File: src/common/dac_cfg.svh
// command codes, field positions, reset values and timing counts
`ifndef DAC_CFG_SVH
`define DAC_CFG_SVH

`define FRAME_BITS      5'h18
`define CMD_HI          23
`define CMD_LO          20
`define ADDR_HI         19
`define ADDR_LO         16
`define DATA_HI         15
`define DATA_LO         0
`define CMD_WRITE_UPD   4'h3
`define CMD_SOFT_RESET  4'h6
`define CMD_REF_GAIN    4'h7
`define SOFT_RESET_ADDR 4'h0
`define SOFT_RESET_KEY  16'h1234
`define GAIN_BIT        2
`define REF_BIT         0
`define ZERO_CODE       16'h0000
`define MID_CODE        16'h8000
`define GAIN_RST        1'h0
`define REF_OFF_RST     1'h0
`define PIN_SYNC_RST    3'h1
`define INIT_CYCLES     2'h3

`endif

File: src/common/dac_pkg.sv
// types shared by the serial receiver and the control block
package dac_pkg;

    typedef enum logic [1:0] {
        RX_IDLE  = 2'b00,
        RX_SHIFT = 2'b01
    } rx_state_t;

    typedef logic [23:0] frame_word_t;

endpackage

File: src/common/frame_if.sv
// carrier for a received command frame
`timescale 1ns/10ps
interface frame_if;
    dac_pkg::frame_word_t word;
    logic                 valid;

    modport tx (output word, output valid);
    modport rx (input word, input valid);
endinterface

File: src/design/serial_frame_rx.sv
// serial receiver: samples the pins and delivers 24-bit frames
`timescale 1ns/10ps
`include "dac_cfg.svh"
module serial_frame_rx (
    // clock and reset
    input  wire logic core_clk,
    input  wire logic nrst,
    // serial pins
    input  wire logic sclk,
    input  wire logic sdin,
    input  wire logic sync_n,
    // received frame
    frame_if.tx       frm
);
    logic [2:0]           s1_ff;
    logic [2:0]           s2_ff;
    logic [2:0]           s3_ff;
    logic [4:0]           cnt_ff;
    logic [4:0]           nxt_cnt;
    logic [23:0]          shift_ff;
    logic [23:0]          nxt_shift;
    dac_pkg::frame_word_t word_ff;
    dac_pkg::frame_word_t nxt_word;
    logic                 valid_ff;
    logic                 nxt_valid;
    dac_pkg::rx_state_t   state_ff;
    dac_pkg::rx_state_t   nxt_state;
    logic                 sclk_fall;
    logic                 sync_rise;

    // bit 0 sclk, bit 1 sdin, bit 2 sync_n
    assign sclk_fall = s3_ff[0] & ~s2_ff[0];
    assign sync_rise = s2_ff[2] & ~s3_ff[2];

    always_comb begin
        nxt_cnt   = cnt_ff;
        nxt_shift = shift_ff;
        nxt_word  = word_ff;
        nxt_valid = 1'b0;
        nxt_state = state_ff;
        case (state_ff)
            dac_pkg::RX_IDLE: begin
                nxt_cnt = 5'h00;
                if (!s2_ff[2]) begin
                    nxt_state = dac_pkg::RX_SHIFT;
                end
            end
            dac_pkg::RX_SHIFT: begin
                if (sync_rise) begin
                    nxt_state = dac_pkg::RX_IDLE;
                    if (cnt_ff == `FRAME_BITS) begin
                        nxt_word  = shift_ff;
                        nxt_valid = 1'b1;
                    end
                end else if (sclk_fall && cnt_ff != 5'h1F) begin
                    nxt_shift = {shift_ff[22:0], s2_ff[1]};
                    nxt_cnt   = cnt_ff + 5'h01;
                end
            end
            default: nxt_state = dac_pkg::RX_IDLE;
        endcase
    end

    always_ff @(posedge core_clk or negedge nrst) begin
        if (!nrst) begin
            s1_ff    <= 3'h7;
            s2_ff    <= 3'h7;
            s3_ff    <= 3'h7;
            cnt_ff   <= 5'h00;
            shift_ff <= 24'h000000;
            word_ff  <= 24'h000000;
            valid_ff <= 1'b0;
            state_ff <= dac_pkg::RX_IDLE;
        end else begin
            s1_ff    <= {sync_n, sdin, sclk};
            s2_ff    <= s1_ff;
            s3_ff    <= s2_ff;
            cnt_ff   <= nxt_cnt;
            shift_ff <= nxt_shift;
            word_ff  <= nxt_word;
            valid_ff <= nxt_valid;
            state_ff <= nxt_state;
        end
    end

    assign frm.word  = word_ff;
    assign frm.valid = valid_ff;
endmodule

File: src/design/dac_reset_ref_gain.sv
// converter reset, power-up level and reference/gain setup control
// How it works
// - select input low: all channels start at zero-scale after power-on.
// - select input high: all channels start at midscale after power-on.
// - outputs hold their power-up level until a valid write arrives.
// - variant without select input always starts at zero-scale.
// - soft reset command restores power-on codes and state.
// - soft reset needs address zero and the fixed data key.
// - setup bit two selects gain: zero gives one, one gives two.
// - setup bit zero: zero keeps reference on, one turns it off.
// - setup has its own command; bits 19 to 3 ignored, bit one zero.
// - variant without gain pin takes gain from setup gain bit.
// - a frame is accepted at the rising edge of frame sync.
// - hardware reset pin low clears outputs to the selected level.
`timescale 1ns/10ps
`include "dac_cfg.svh"
module dac_reset_ref_gain (
    // clock and reset
    input  wire logic        core_clk,
    input  wire logic        nrst,
    // serial pins
    input  wire logic        sclk,
    input  wire logic        sdin,
    input  wire logic        sync_n,
    // straps and reset pin
    input  wire logic        power_up_level_select,
    input  wire logic        level_select_fitted,
    input  wire logic        reset_pin_n,
    // converter controls
    output logic [7:0][15:0] dac_code,
    output logic [7:0]       power_up_hold,
    output logic             gain_two,
    output logic             ref_disable
);
    frame_if fr ();

    logic [2:0]        pin_s1_ff;
    logic [2:0]        pin_s2_ff;
    logic [1:0]        init_cnt_ff;
    logic [1:0]        nxt_init_cnt;
    logic              ready_ff;
    logic              nxt_ready;
    logic              mid_ff;
    logic              nxt_mid;
    logic [7:0][15:0]  code_ff;
    logic [7:0][15:0]  nxt_code;
    logic [7:0]        hold_ff;
    logic [7:0]        nxt_hold;
    logic              gain_ff;
    logic              nxt_gain;
    logic              ref_ff;
    logic              nxt_ref;
    logic [3:0]        cmd;
    logic [3:0]        addr;
    logic [15:0]       data;
    logic [15:0]       clear_code;
    logic              key_ok;

    serial_frame_rx u_rx (
        .core_clk (core_clk),
        .nrst     (nrst),
        .sclk     (sclk),
        .sdin     (sdin),
        .sync_n   (sync_n),
        .frm      (fr.tx)
    );

    assign cmd        = fr.word[`CMD_HI:`CMD_LO];
    assign addr       = fr.word[`ADDR_HI:`ADDR_LO];
    assign data       = fr.word[`DATA_HI:`DATA_LO];
    assign clear_code = mid_ff ? `MID_CODE : `ZERO_CODE;
    assign key_ok     = addr == `SOFT_RESET_ADDR && data == `SOFT_RESET_KEY;

    // bit 0 reset pin, bit 1 level select, bit 2 select fitted
    always_comb begin
        nxt_init_cnt = init_cnt_ff;
        nxt_ready    = ready_ff;
        nxt_mid      = mid_ff;
        nxt_code     = code_ff;
        nxt_hold     = hold_ff;
        nxt_gain     = gain_ff;
        nxt_ref      = ref_ff;
        if (!ready_ff) begin
            // straps caught once the pin synchronisers have filled
            if (init_cnt_ff == `INIT_CYCLES) begin
                nxt_ready = 1'b1;
                nxt_mid   = pin_s2_ff[2] & pin_s2_ff[1];
                nxt_code  = pin_s2_ff[2] & pin_s2_ff[1] ?
                            {8{`MID_CODE}} : {8{`ZERO_CODE}};
                nxt_hold  = 8'hFF;
            end else begin
                nxt_init_cnt = init_cnt_ff + 2'h1;
            end
        end else if (!pin_s2_ff[0]) begin
            nxt_code = {8{clear_code}};
            nxt_hold = 8'hFF;
        end else if (fr.valid) begin
            case (cmd)
                `CMD_WRITE_UPD: begin
                    if (!addr[3]) begin
                        nxt_code[addr[2:0]] = data;
                        nxt_hold[addr[2:0]] = 1'b0;
                    end
                end
                `CMD_SOFT_RESET: begin
                    if (key_ok) begin
                        nxt_code = {8{clear_code}};
                        nxt_hold = 8'hFF;
                        nxt_gain = `GAIN_RST;
                        nxt_ref  = `REF_OFF_RST;
                    end
                end
                `CMD_REF_GAIN: begin
                    // only bits two and zero are used
                    nxt_gain = fr.word[`GAIN_BIT];
                    nxt_ref  = fr.word[`REF_BIT];
                end
                default: begin
                    nxt_gain = gain_ff;
                end
            endcase
        end
    end

    always_ff @(posedge core_clk or negedge nrst) begin
        if (!nrst) begin
            pin_s1_ff   <= `PIN_SYNC_RST;
            pin_s2_ff   <= `PIN_SYNC_RST;
            init_cnt_ff <= 2'h0;
            ready_ff    <= 1'b0;
            mid_ff      <= 1'b0;
            code_ff     <= {8{`ZERO_CODE}};
            hold_ff     <= 8'hFF;
            gain_ff     <= `GAIN_RST;
            ref_ff      <= `REF_OFF_RST;
        end else begin
            pin_s1_ff   <= {level_select_fitted, power_up_level_select,
                            reset_pin_n};
            pin_s2_ff   <= pin_s1_ff;
            init_cnt_ff <= nxt_init_cnt;
            ready_ff    <= nxt_ready;
            mid_ff      <= nxt_mid;
            code_ff     <= nxt_code;
            hold_ff     <= nxt_hold;
            gain_ff     <= nxt_gain;
            ref_ff      <= nxt_ref;
        end
    end

    assign dac_code      = code_ff;
    assign power_up_hold = hold_ff;
    assign gain_two      = gain_ff;
    assign ref_disable   = ref_ff;
endmodule

File: config.mk
export PLATFORM = sky130hd
export DESIGN_NAME = dac_reset_ref_gain
export DESIGN_NICKNAME = d
export VERILOG_FILES = /design/src/common/dac_pkg.sv /design/src/common/frame_if.sv /design/src/design/serial_frame_rx.sv /design/src/design/dac_reset_ref_gain.sv
export VERILOG_INCLUDE_DIRS = /design/src /design/src/common
export SDC_FILE = /design/constraint.sdc
export NUM_CORES = 1
export LEC_CHECK = 0
export BUFFER_PORTS_ARGS = -buffer_cell sky130_fd_sc_hd__buf_2
export CORE_ASPECT_RATIO = 1.1
export CORE_MARGIN = 2
export CORE_UTILIZATION = 50
export DETAILED_ROUTE_END_ITERATION = 12
export PLACE_DENSITY = 0.76
export SKIP_LAST_GASP = 1
export SLEW_MARGIN = 20
export SYNTH_ARGS = -nofsm -noshare
export SYNTH_HDL_FRONTEND = slang
export SYNTH_SLANG_ARGS = --single-unit
File: constraint.sdc
create_clock -name core_clk -period 2.31 [get_ports core_clk]
set_clock_uncertainty 0.1 [all_clocks]
set_input_delay 0.462 -clock core_clk [delete_from_list [all_inputs] [get_ports core_clk]]
set_output_delay 0.462 -clock core_clk [all_outputs]
set_load 0.01 [all_outputs]
### Yosys cells after proc, flatten, opt, wreduce, memory -nomap -nowiden

Index checks and enable logic that the tools add are counted.

| word-level totals | value |
|---|---|
| bits in registers | 213 |
| input bits | 8 |
| logic and storage cells | 106 |

| operators by class | value |
|---|---|
| add/sub/neg operators | 2 |
| magnitude comparators | 2 |
| equality and inequality tests | 17 |
| multiplexer cells | 35 |
| bitwise logic cells | 10 |
| reductions and logical operators | 16 |

Operator list:

| kind | number |
|---|---|
| $mux 128 | 7 |
| $pmux 128 s2 | 1 |
| $bwmux 128 | 1 |
| $demux 16 s3 | 1 |
| $mux 8 | 6 |
| $mux 16 | 2 |
| $eq 16x13->1 const B | 1 |
| $pmux 8 s2 | 1 |
| $mux 5 | 2 |
| $pmux 5 s2 | 1 |
| $reduce_and 5->1 | 2 |
| $reduce_and 3->1 | 3 |
| $and 8x8->8 | 1 |
| $eq 4x3->1 const B | 2 |
| $ne 4x4->1 const B | 2 |
| $not 8->8 | 1 |
| $mux 1 | 7 |
| $ne 2x2->1 const B | 3 |
| $reduce_and 2->1 | 3 |
| $reduce_bool 2->1 | 3 |
| $add 5x1->5 const B | 1 |
| $eq 5x5->1 const B | 1 |
| $ne 5x5->1 const B | 1 |
| $not 1->1 | 5 |
| other kinds (17) | 24 |

### Logic depth before layout (Yosys ltp)

| logic depth | value |
|---|---|
| word-level depth | 11 |
| mapped depth | 9 |
| mapped depth without buffers | 7 |

### Hierarchy

From an unflattened synthesis, not the netlist that was laid out.

| second synthesis, totals | value |
|---|---|
| cells, all modules | 595 |
| area total of the unflattened synthesis | 8326.7 µm² |

Modules (own cells, without submodules):

| module | times used | cells each | area an instance (µm²) | sequential area each (µm²) |
|---|---|---|---|---|
| dac_reset_ref_gain | 1 | 446 | 5899.4 | 3716.1 |
| serial_frame_rx | 1 | 149 | 2427.3 | 1586.5 |

### Least setup slack after synthesis

OpenSTA, ideal clock, no wires.

| path | value |
|---|---|
| kind | reg2reg |
| start | register u_rx.cnt_ff[0] |
| end | register u_rx.shift_ff[13] |
| setup time | 127 ps |
| arrival time | 2328 ps |
| slack | -245 ps |
| stages on the path, launching flop included | 8 |
| path buffers | 1 |
| period minus slack after synthesis | 2555 ps |
| path through | dfrtp_1 -> ha_1 -> and3_1 -> ha_1 -> nor4b_2 -> nand2_1 -> buf_1 -> mux2_1 |

| between the ends | value |
|---|---|
| cells in the longest elaborated chain, start to end | 3 |

Ends and longest elaborated chain:

| item | line | source |
|---|---|---|
| from (decl) | serial_frame_rx.sv:18 | `logic [4:0] cnt_ff;` |
| from (signal assigned) | serial_frame_rx.sv:78 | `cnt_ff <= nxt_cnt;` |
| $ne 5x5->1 | serial_frame_rx.sv:55 | `end else if (sclk_fall && cnt_ff != 5'h1F) begin` |
| $logic_and 1x1->1 | serial_frame_rx.sv:55 |  |
| $reduce_and 3->1 (no source line) | n/a |  |
| to (signal assigned) | serial_frame_rx.sv:79 | `shift_ff <= nxt_shift;` |
| to (decl) | serial_frame_rx.sv:20 | `logic [23:0] shift_ff;` |

Every way passes these cells.
A chain may end at the register's enable or synchronous reset.

### Worst setup path in the final report

| path | value |
|---|---|
| start | register u_rx.word_ff[7] (netlist: u_rx.frm.word[7]) |
| end | register code_ff (netlist bit dac_code[29]) |

| between the ends | value |
|---|---|
| cells in the longest elaborated chain, start to end | 4 |

Ends and longest elaborated chain:

| item | line | source |
|---|---|---|
| from (decl) | serial_frame_rx.sv:22 | `dac_pkg::frame_word_t word_ff;` |
| from (signal assigned) | serial_frame_rx.sv:80 | `word_ff <= nxt_word;` |
| $eq 16x13->1 (no source line) | n/a |  |
| $logic_and 1x1->1 (no source line) | n/a |  |
| $ne 4x4->1 (no source line) | n/a |  |
| $reduce_and 5->1 (no source line) | n/a |  |
| to (signal assigned) | dac_reset_ref_gain.sv:132 | `` code_ff <= {8{`ZERO_CODE}}; `` |
| to (signal assigned) | dac_reset_ref_gain.sv:143 | `code_ff <= nxt_code;` |
| to (decl) | dac_reset_ref_gain.sv:45 | `logic [7:0][15:0] code_ff;` |

Every way passes these cells.

==> impl_metrics.tcl <==
set metrics [dict create \
    fin_nets 756 \
    postSynthCellCount 565 \
    drcViolationCount 0 \
    hold_viol_final 0 \
    insertion_delay_ns 0.50 \
    maxSlewViolCount 0 \
    crit_type "reg2reg" \
    hp-class "reg2reg" \
    yosysSeqAreaShare 0.645 \
    cts_max_path_buffers 3 \
    clkSlewWorstSetupHoldPaths_ns 0.07 \
    async_flop_share 1.00 \
    cts-buffers-inserted 21 \
    grt_pass1_vias 5782 \
    synthesis.nets 577 \
    netlist.area_leader.share 0.587 \
    timing.rr.start "u_rx.frm.word[7]$_DFFE_PN0P_" \
    p_clk_frac 0.457 \
    wl_mm 21.4 \
    place.gp.congestion 0.829 \
    grt_pass1_wl_mm 33.2 \
    ios 146 \
    fillCellCount 1126 \
    dieArea_um2 17500 \
    cts_tree "done" \
    setup_violations 0 \
    ys_ff_latch 211 \
    irDropWorstVdd_v 0.000557 \
    die_h_um 139 \
    synth_ff_type "dfrtp_1" \
    seq_power_share 0.495 \
    initialDrtViolationCount 469 \
    period_share 0.981 \
    reg2reg_depth 7 \
    intPower_mw 6.12 \
    syn_to_final_growth_pct 26.6 \
    initial_utilization 0.506 \
    r2r_slack_ns 0.04 \
    synthTopCellsByCount "dfrtp_1, a22o_1, mux2_1, nand2_1, mux2_2" \
    netlist_area_um2 8220 \
    yosys_warnings 0 \
    maxCapViolations 0 \
    cp-start-kind "flip-flop" \
    power.share.switching 0.222 \
    vias 5761 \
    maxSlewHeadroom 0.554 \
    worst_slack_ns 0.0433 \
    grtUsageTotal 0.240 \
    yosysMostFrequentCell "dfrtp_1" \
    cts_root_buf "clkbuf_16" \
    synth_enable_flop_cells 0 \
    critPathCaptureType "flip-flop" \
    antenna_found_initial 0 \
    power.net_switching_mw 1.75 \
    io_buffers 145 \
    htree_levels 1 \
    r2r_end "dac_code[29]$_DFFE_PN0P_" \
    wl_per_cell_um 22.2 \
    worstPathMaxFanout 15 \
    dpl.hpwl_mm 13.9 \
    leakagePower_nw 5.32 \
    dp_worst_setup_slack_ns -0.0873 \
    antenna_cells 0 \
    clkSinkCount 211 \
    arrival_ns 2.54 \
    setup_tns_ns 0 \
    worst_pin_slew_ns 0.668 \
    min_period_ns 2.27 \
    rows 49 \
    grt_max_degree 57 \
    yosysTopAreaCell "dfrtp_1" \
    max_freq_ghz 0.441 \
    min-delay-start "pin_s1_ff[0]$_DFF_PN1_" \
    status "complete, no violations" \
    first_pass_iters 5 \
    gr-total-overflow 0 \
    core_um2 16200 \
    min_to "pin_s2_ff[0]$_DFF_PN1_" \
    post_drt_via_cell_ratio 5.98 \
    holdPathStages 0 \
    power_mw 7.87 \
    synth_area_leaders "dfrtp_1, a22o_1, dfstp_2, mux2_1, mux2_2" \
    dieWidth_um 126 \
    crit_required_ns 2.59 \
    drive_gt1_frac 0.386 \
    drtAntennaViolNets 0 \
    ys_types 50 \
    comb_power_share 0.049 \
    avgSynthCellArea_um2 14.6 \
    power.density_nw_per_um2 756 \
    rsz0062_at_grt "true" \
]
[placed cells by master (no fill, tap or decap), drive strengths merged, types with 4 or more instances in the layout]
cell	netlist	routed
nor3b	4	4
inv	12	13
dlygate4sd3	0	7
clkinv	0	7
a22o	120	120
nor4	7	7
nand2	23	23
o211ai	9	9
a21oi	8	8
o2bb2a	8	8
bufinv	0	4
dfrtp	193	193
nor2	8	8
mux2	49	49
o31ai	7	7
ha	4	4
clkbuf	17	25
and2	5	5
buf	28	192
nand3	4	4
nor2b	4	4
dfstp	18	18
[per-stage QoR]
stage	instances	cell area [um2]	hold slack, ns	utilization
6_report	963	10400	0.248	0.641
3_5_place_dp	914	9520	0.237	0.586
5_1_grt	963	10400	0.249	0.641
3_3_place_gp	914	9520	0.234	0.586
4_1_cts	959	10300	0.249	0.636
2_1_floorplan	565	8240	0.0664	-
[critical path, cell delays in order, from the launching register on]
cell	delay, ns
dfrtp_1	0.38
and4bb_1	0.29
nand4_1	0.25
o211ai_1	0.29
buf_6	0.23
o211ai_2	0.11
buf_4	0.23
a22o_1	0.26
[layer usage]
layer | wire length (um) | GRT usage | vias to the layer above | part of all wire
met5 | 0 | 0 | - | 0
met4 | 538 | 0.0787 | 0 | 0.025
met3 | 1600 | 0.0406 | 45 | 0.075
met2 | 10700 | 0.400 | 288 | 0.50
met1 | 8580 | 0.323 | 2954 | 0.40
li1 | - | - | 2474 | -
[area by class of cell]
type / instances / area (um2) / area share
tap: 204 / 255 / 0.0245
sequential: 211 / 5300 / 0.509
timing repair buffer: 200 / 1370 / 0.131
clock buffer: 24 / 547 / 0.0525
clock inverter: 14 / 179 / 0.0172
multi-input combinational: 298 / 2720 / 0.261
inverter: 12 / 45.0 / 0.00433
[kinds of logic (layout without fill, tap and decap cells)]
group | after synthesis | in the layout | share of synthesized area
AO/OA/AOI/OAI | 161 | 162 | 0.170
XOR/XNOR | 4 | 4 | 0.00426
adder cells (fa/ha/maj) | 4 | 4 | 0.00609
buffers and inverters | 57 | 250 | 0.0358
flip-flops | 211 | 211 | 0.645
multiplexers | 51 | 51 | 0.0695
AND/OR/NAND/NOR | 77 | 77 | 0.0692
[worst max-delay path by stage]
stage,slack (ns),startpoint,cells after the start,end
floorplan,0.006,u_rx.cnt_ff[0]$_DFFE_PN0P_,7,u_rx.shift_ff[13]$_DFFE_PN0P_
global placement,-0.01,u_rx.frm.word[10]$_DFFE_PN0P_,6,dac_code[40]$_DFFE_PN0P_
detailed placement,-0.09,u_rx.frm.word[16]$_DFFE_PN0P_,6,dac_code[42]$_DFFE_PN0P_
CTS,-0.03,u_rx.frm.word[16]$_DFFE_PN0P_,6,dac_code[92]$_DFFE_PN0P_
global route,-0.04,u_rx.frm.word[7]$_DFFE_PN0P_,7,dac_code[29]$_DFFE_PN0P_
finish,0.04,u_rx.frm.word[7]$_DFFE_PN0P_,7,dac_code[29]$_DFFE_PN0P_
[flip-flops by register name (all words and copies together) (netlist names), 2 cells and up]
name	cells
dac_code	128
u_rx.frm.word	24
u_rx.shift_ff	24
power_up_hold	8
u_rx.cnt_ff	5
pin_s1_ff	3
pin_s2_ff	3
u_rx.s1_ff	3
u_rx.s2_ff	3
init_cnt_ff	2
u_rx.s3_ff	2
[what timing repair did]
item / 4_1_cts / 5_1_grt
resized for setup: 2 / 9
pin swaps: 0 / 1
setup buffers: 0 / 3
hold endpoints to repair: 51 / 0
setup endpoints to repair: 19 / 80
gates cloned: 0 / 1
hold buffers: 7 / 0
[power by group through the flow]
stage / combinational [mW] / sequential (mW) / clock [mW]
floorplan: 0.181 / 3.94 / 0
global placement: 0.351 / 3.95 / 0
detailed placement: 0.370 / 3.96 / 0
CTS: 0.385 / 3.89 / 3.64
global route: 0.423 / 3.91 / 3.79
finish: 0.383 / 3.89 / 3.59
Power figures use the tool's default switching activity.
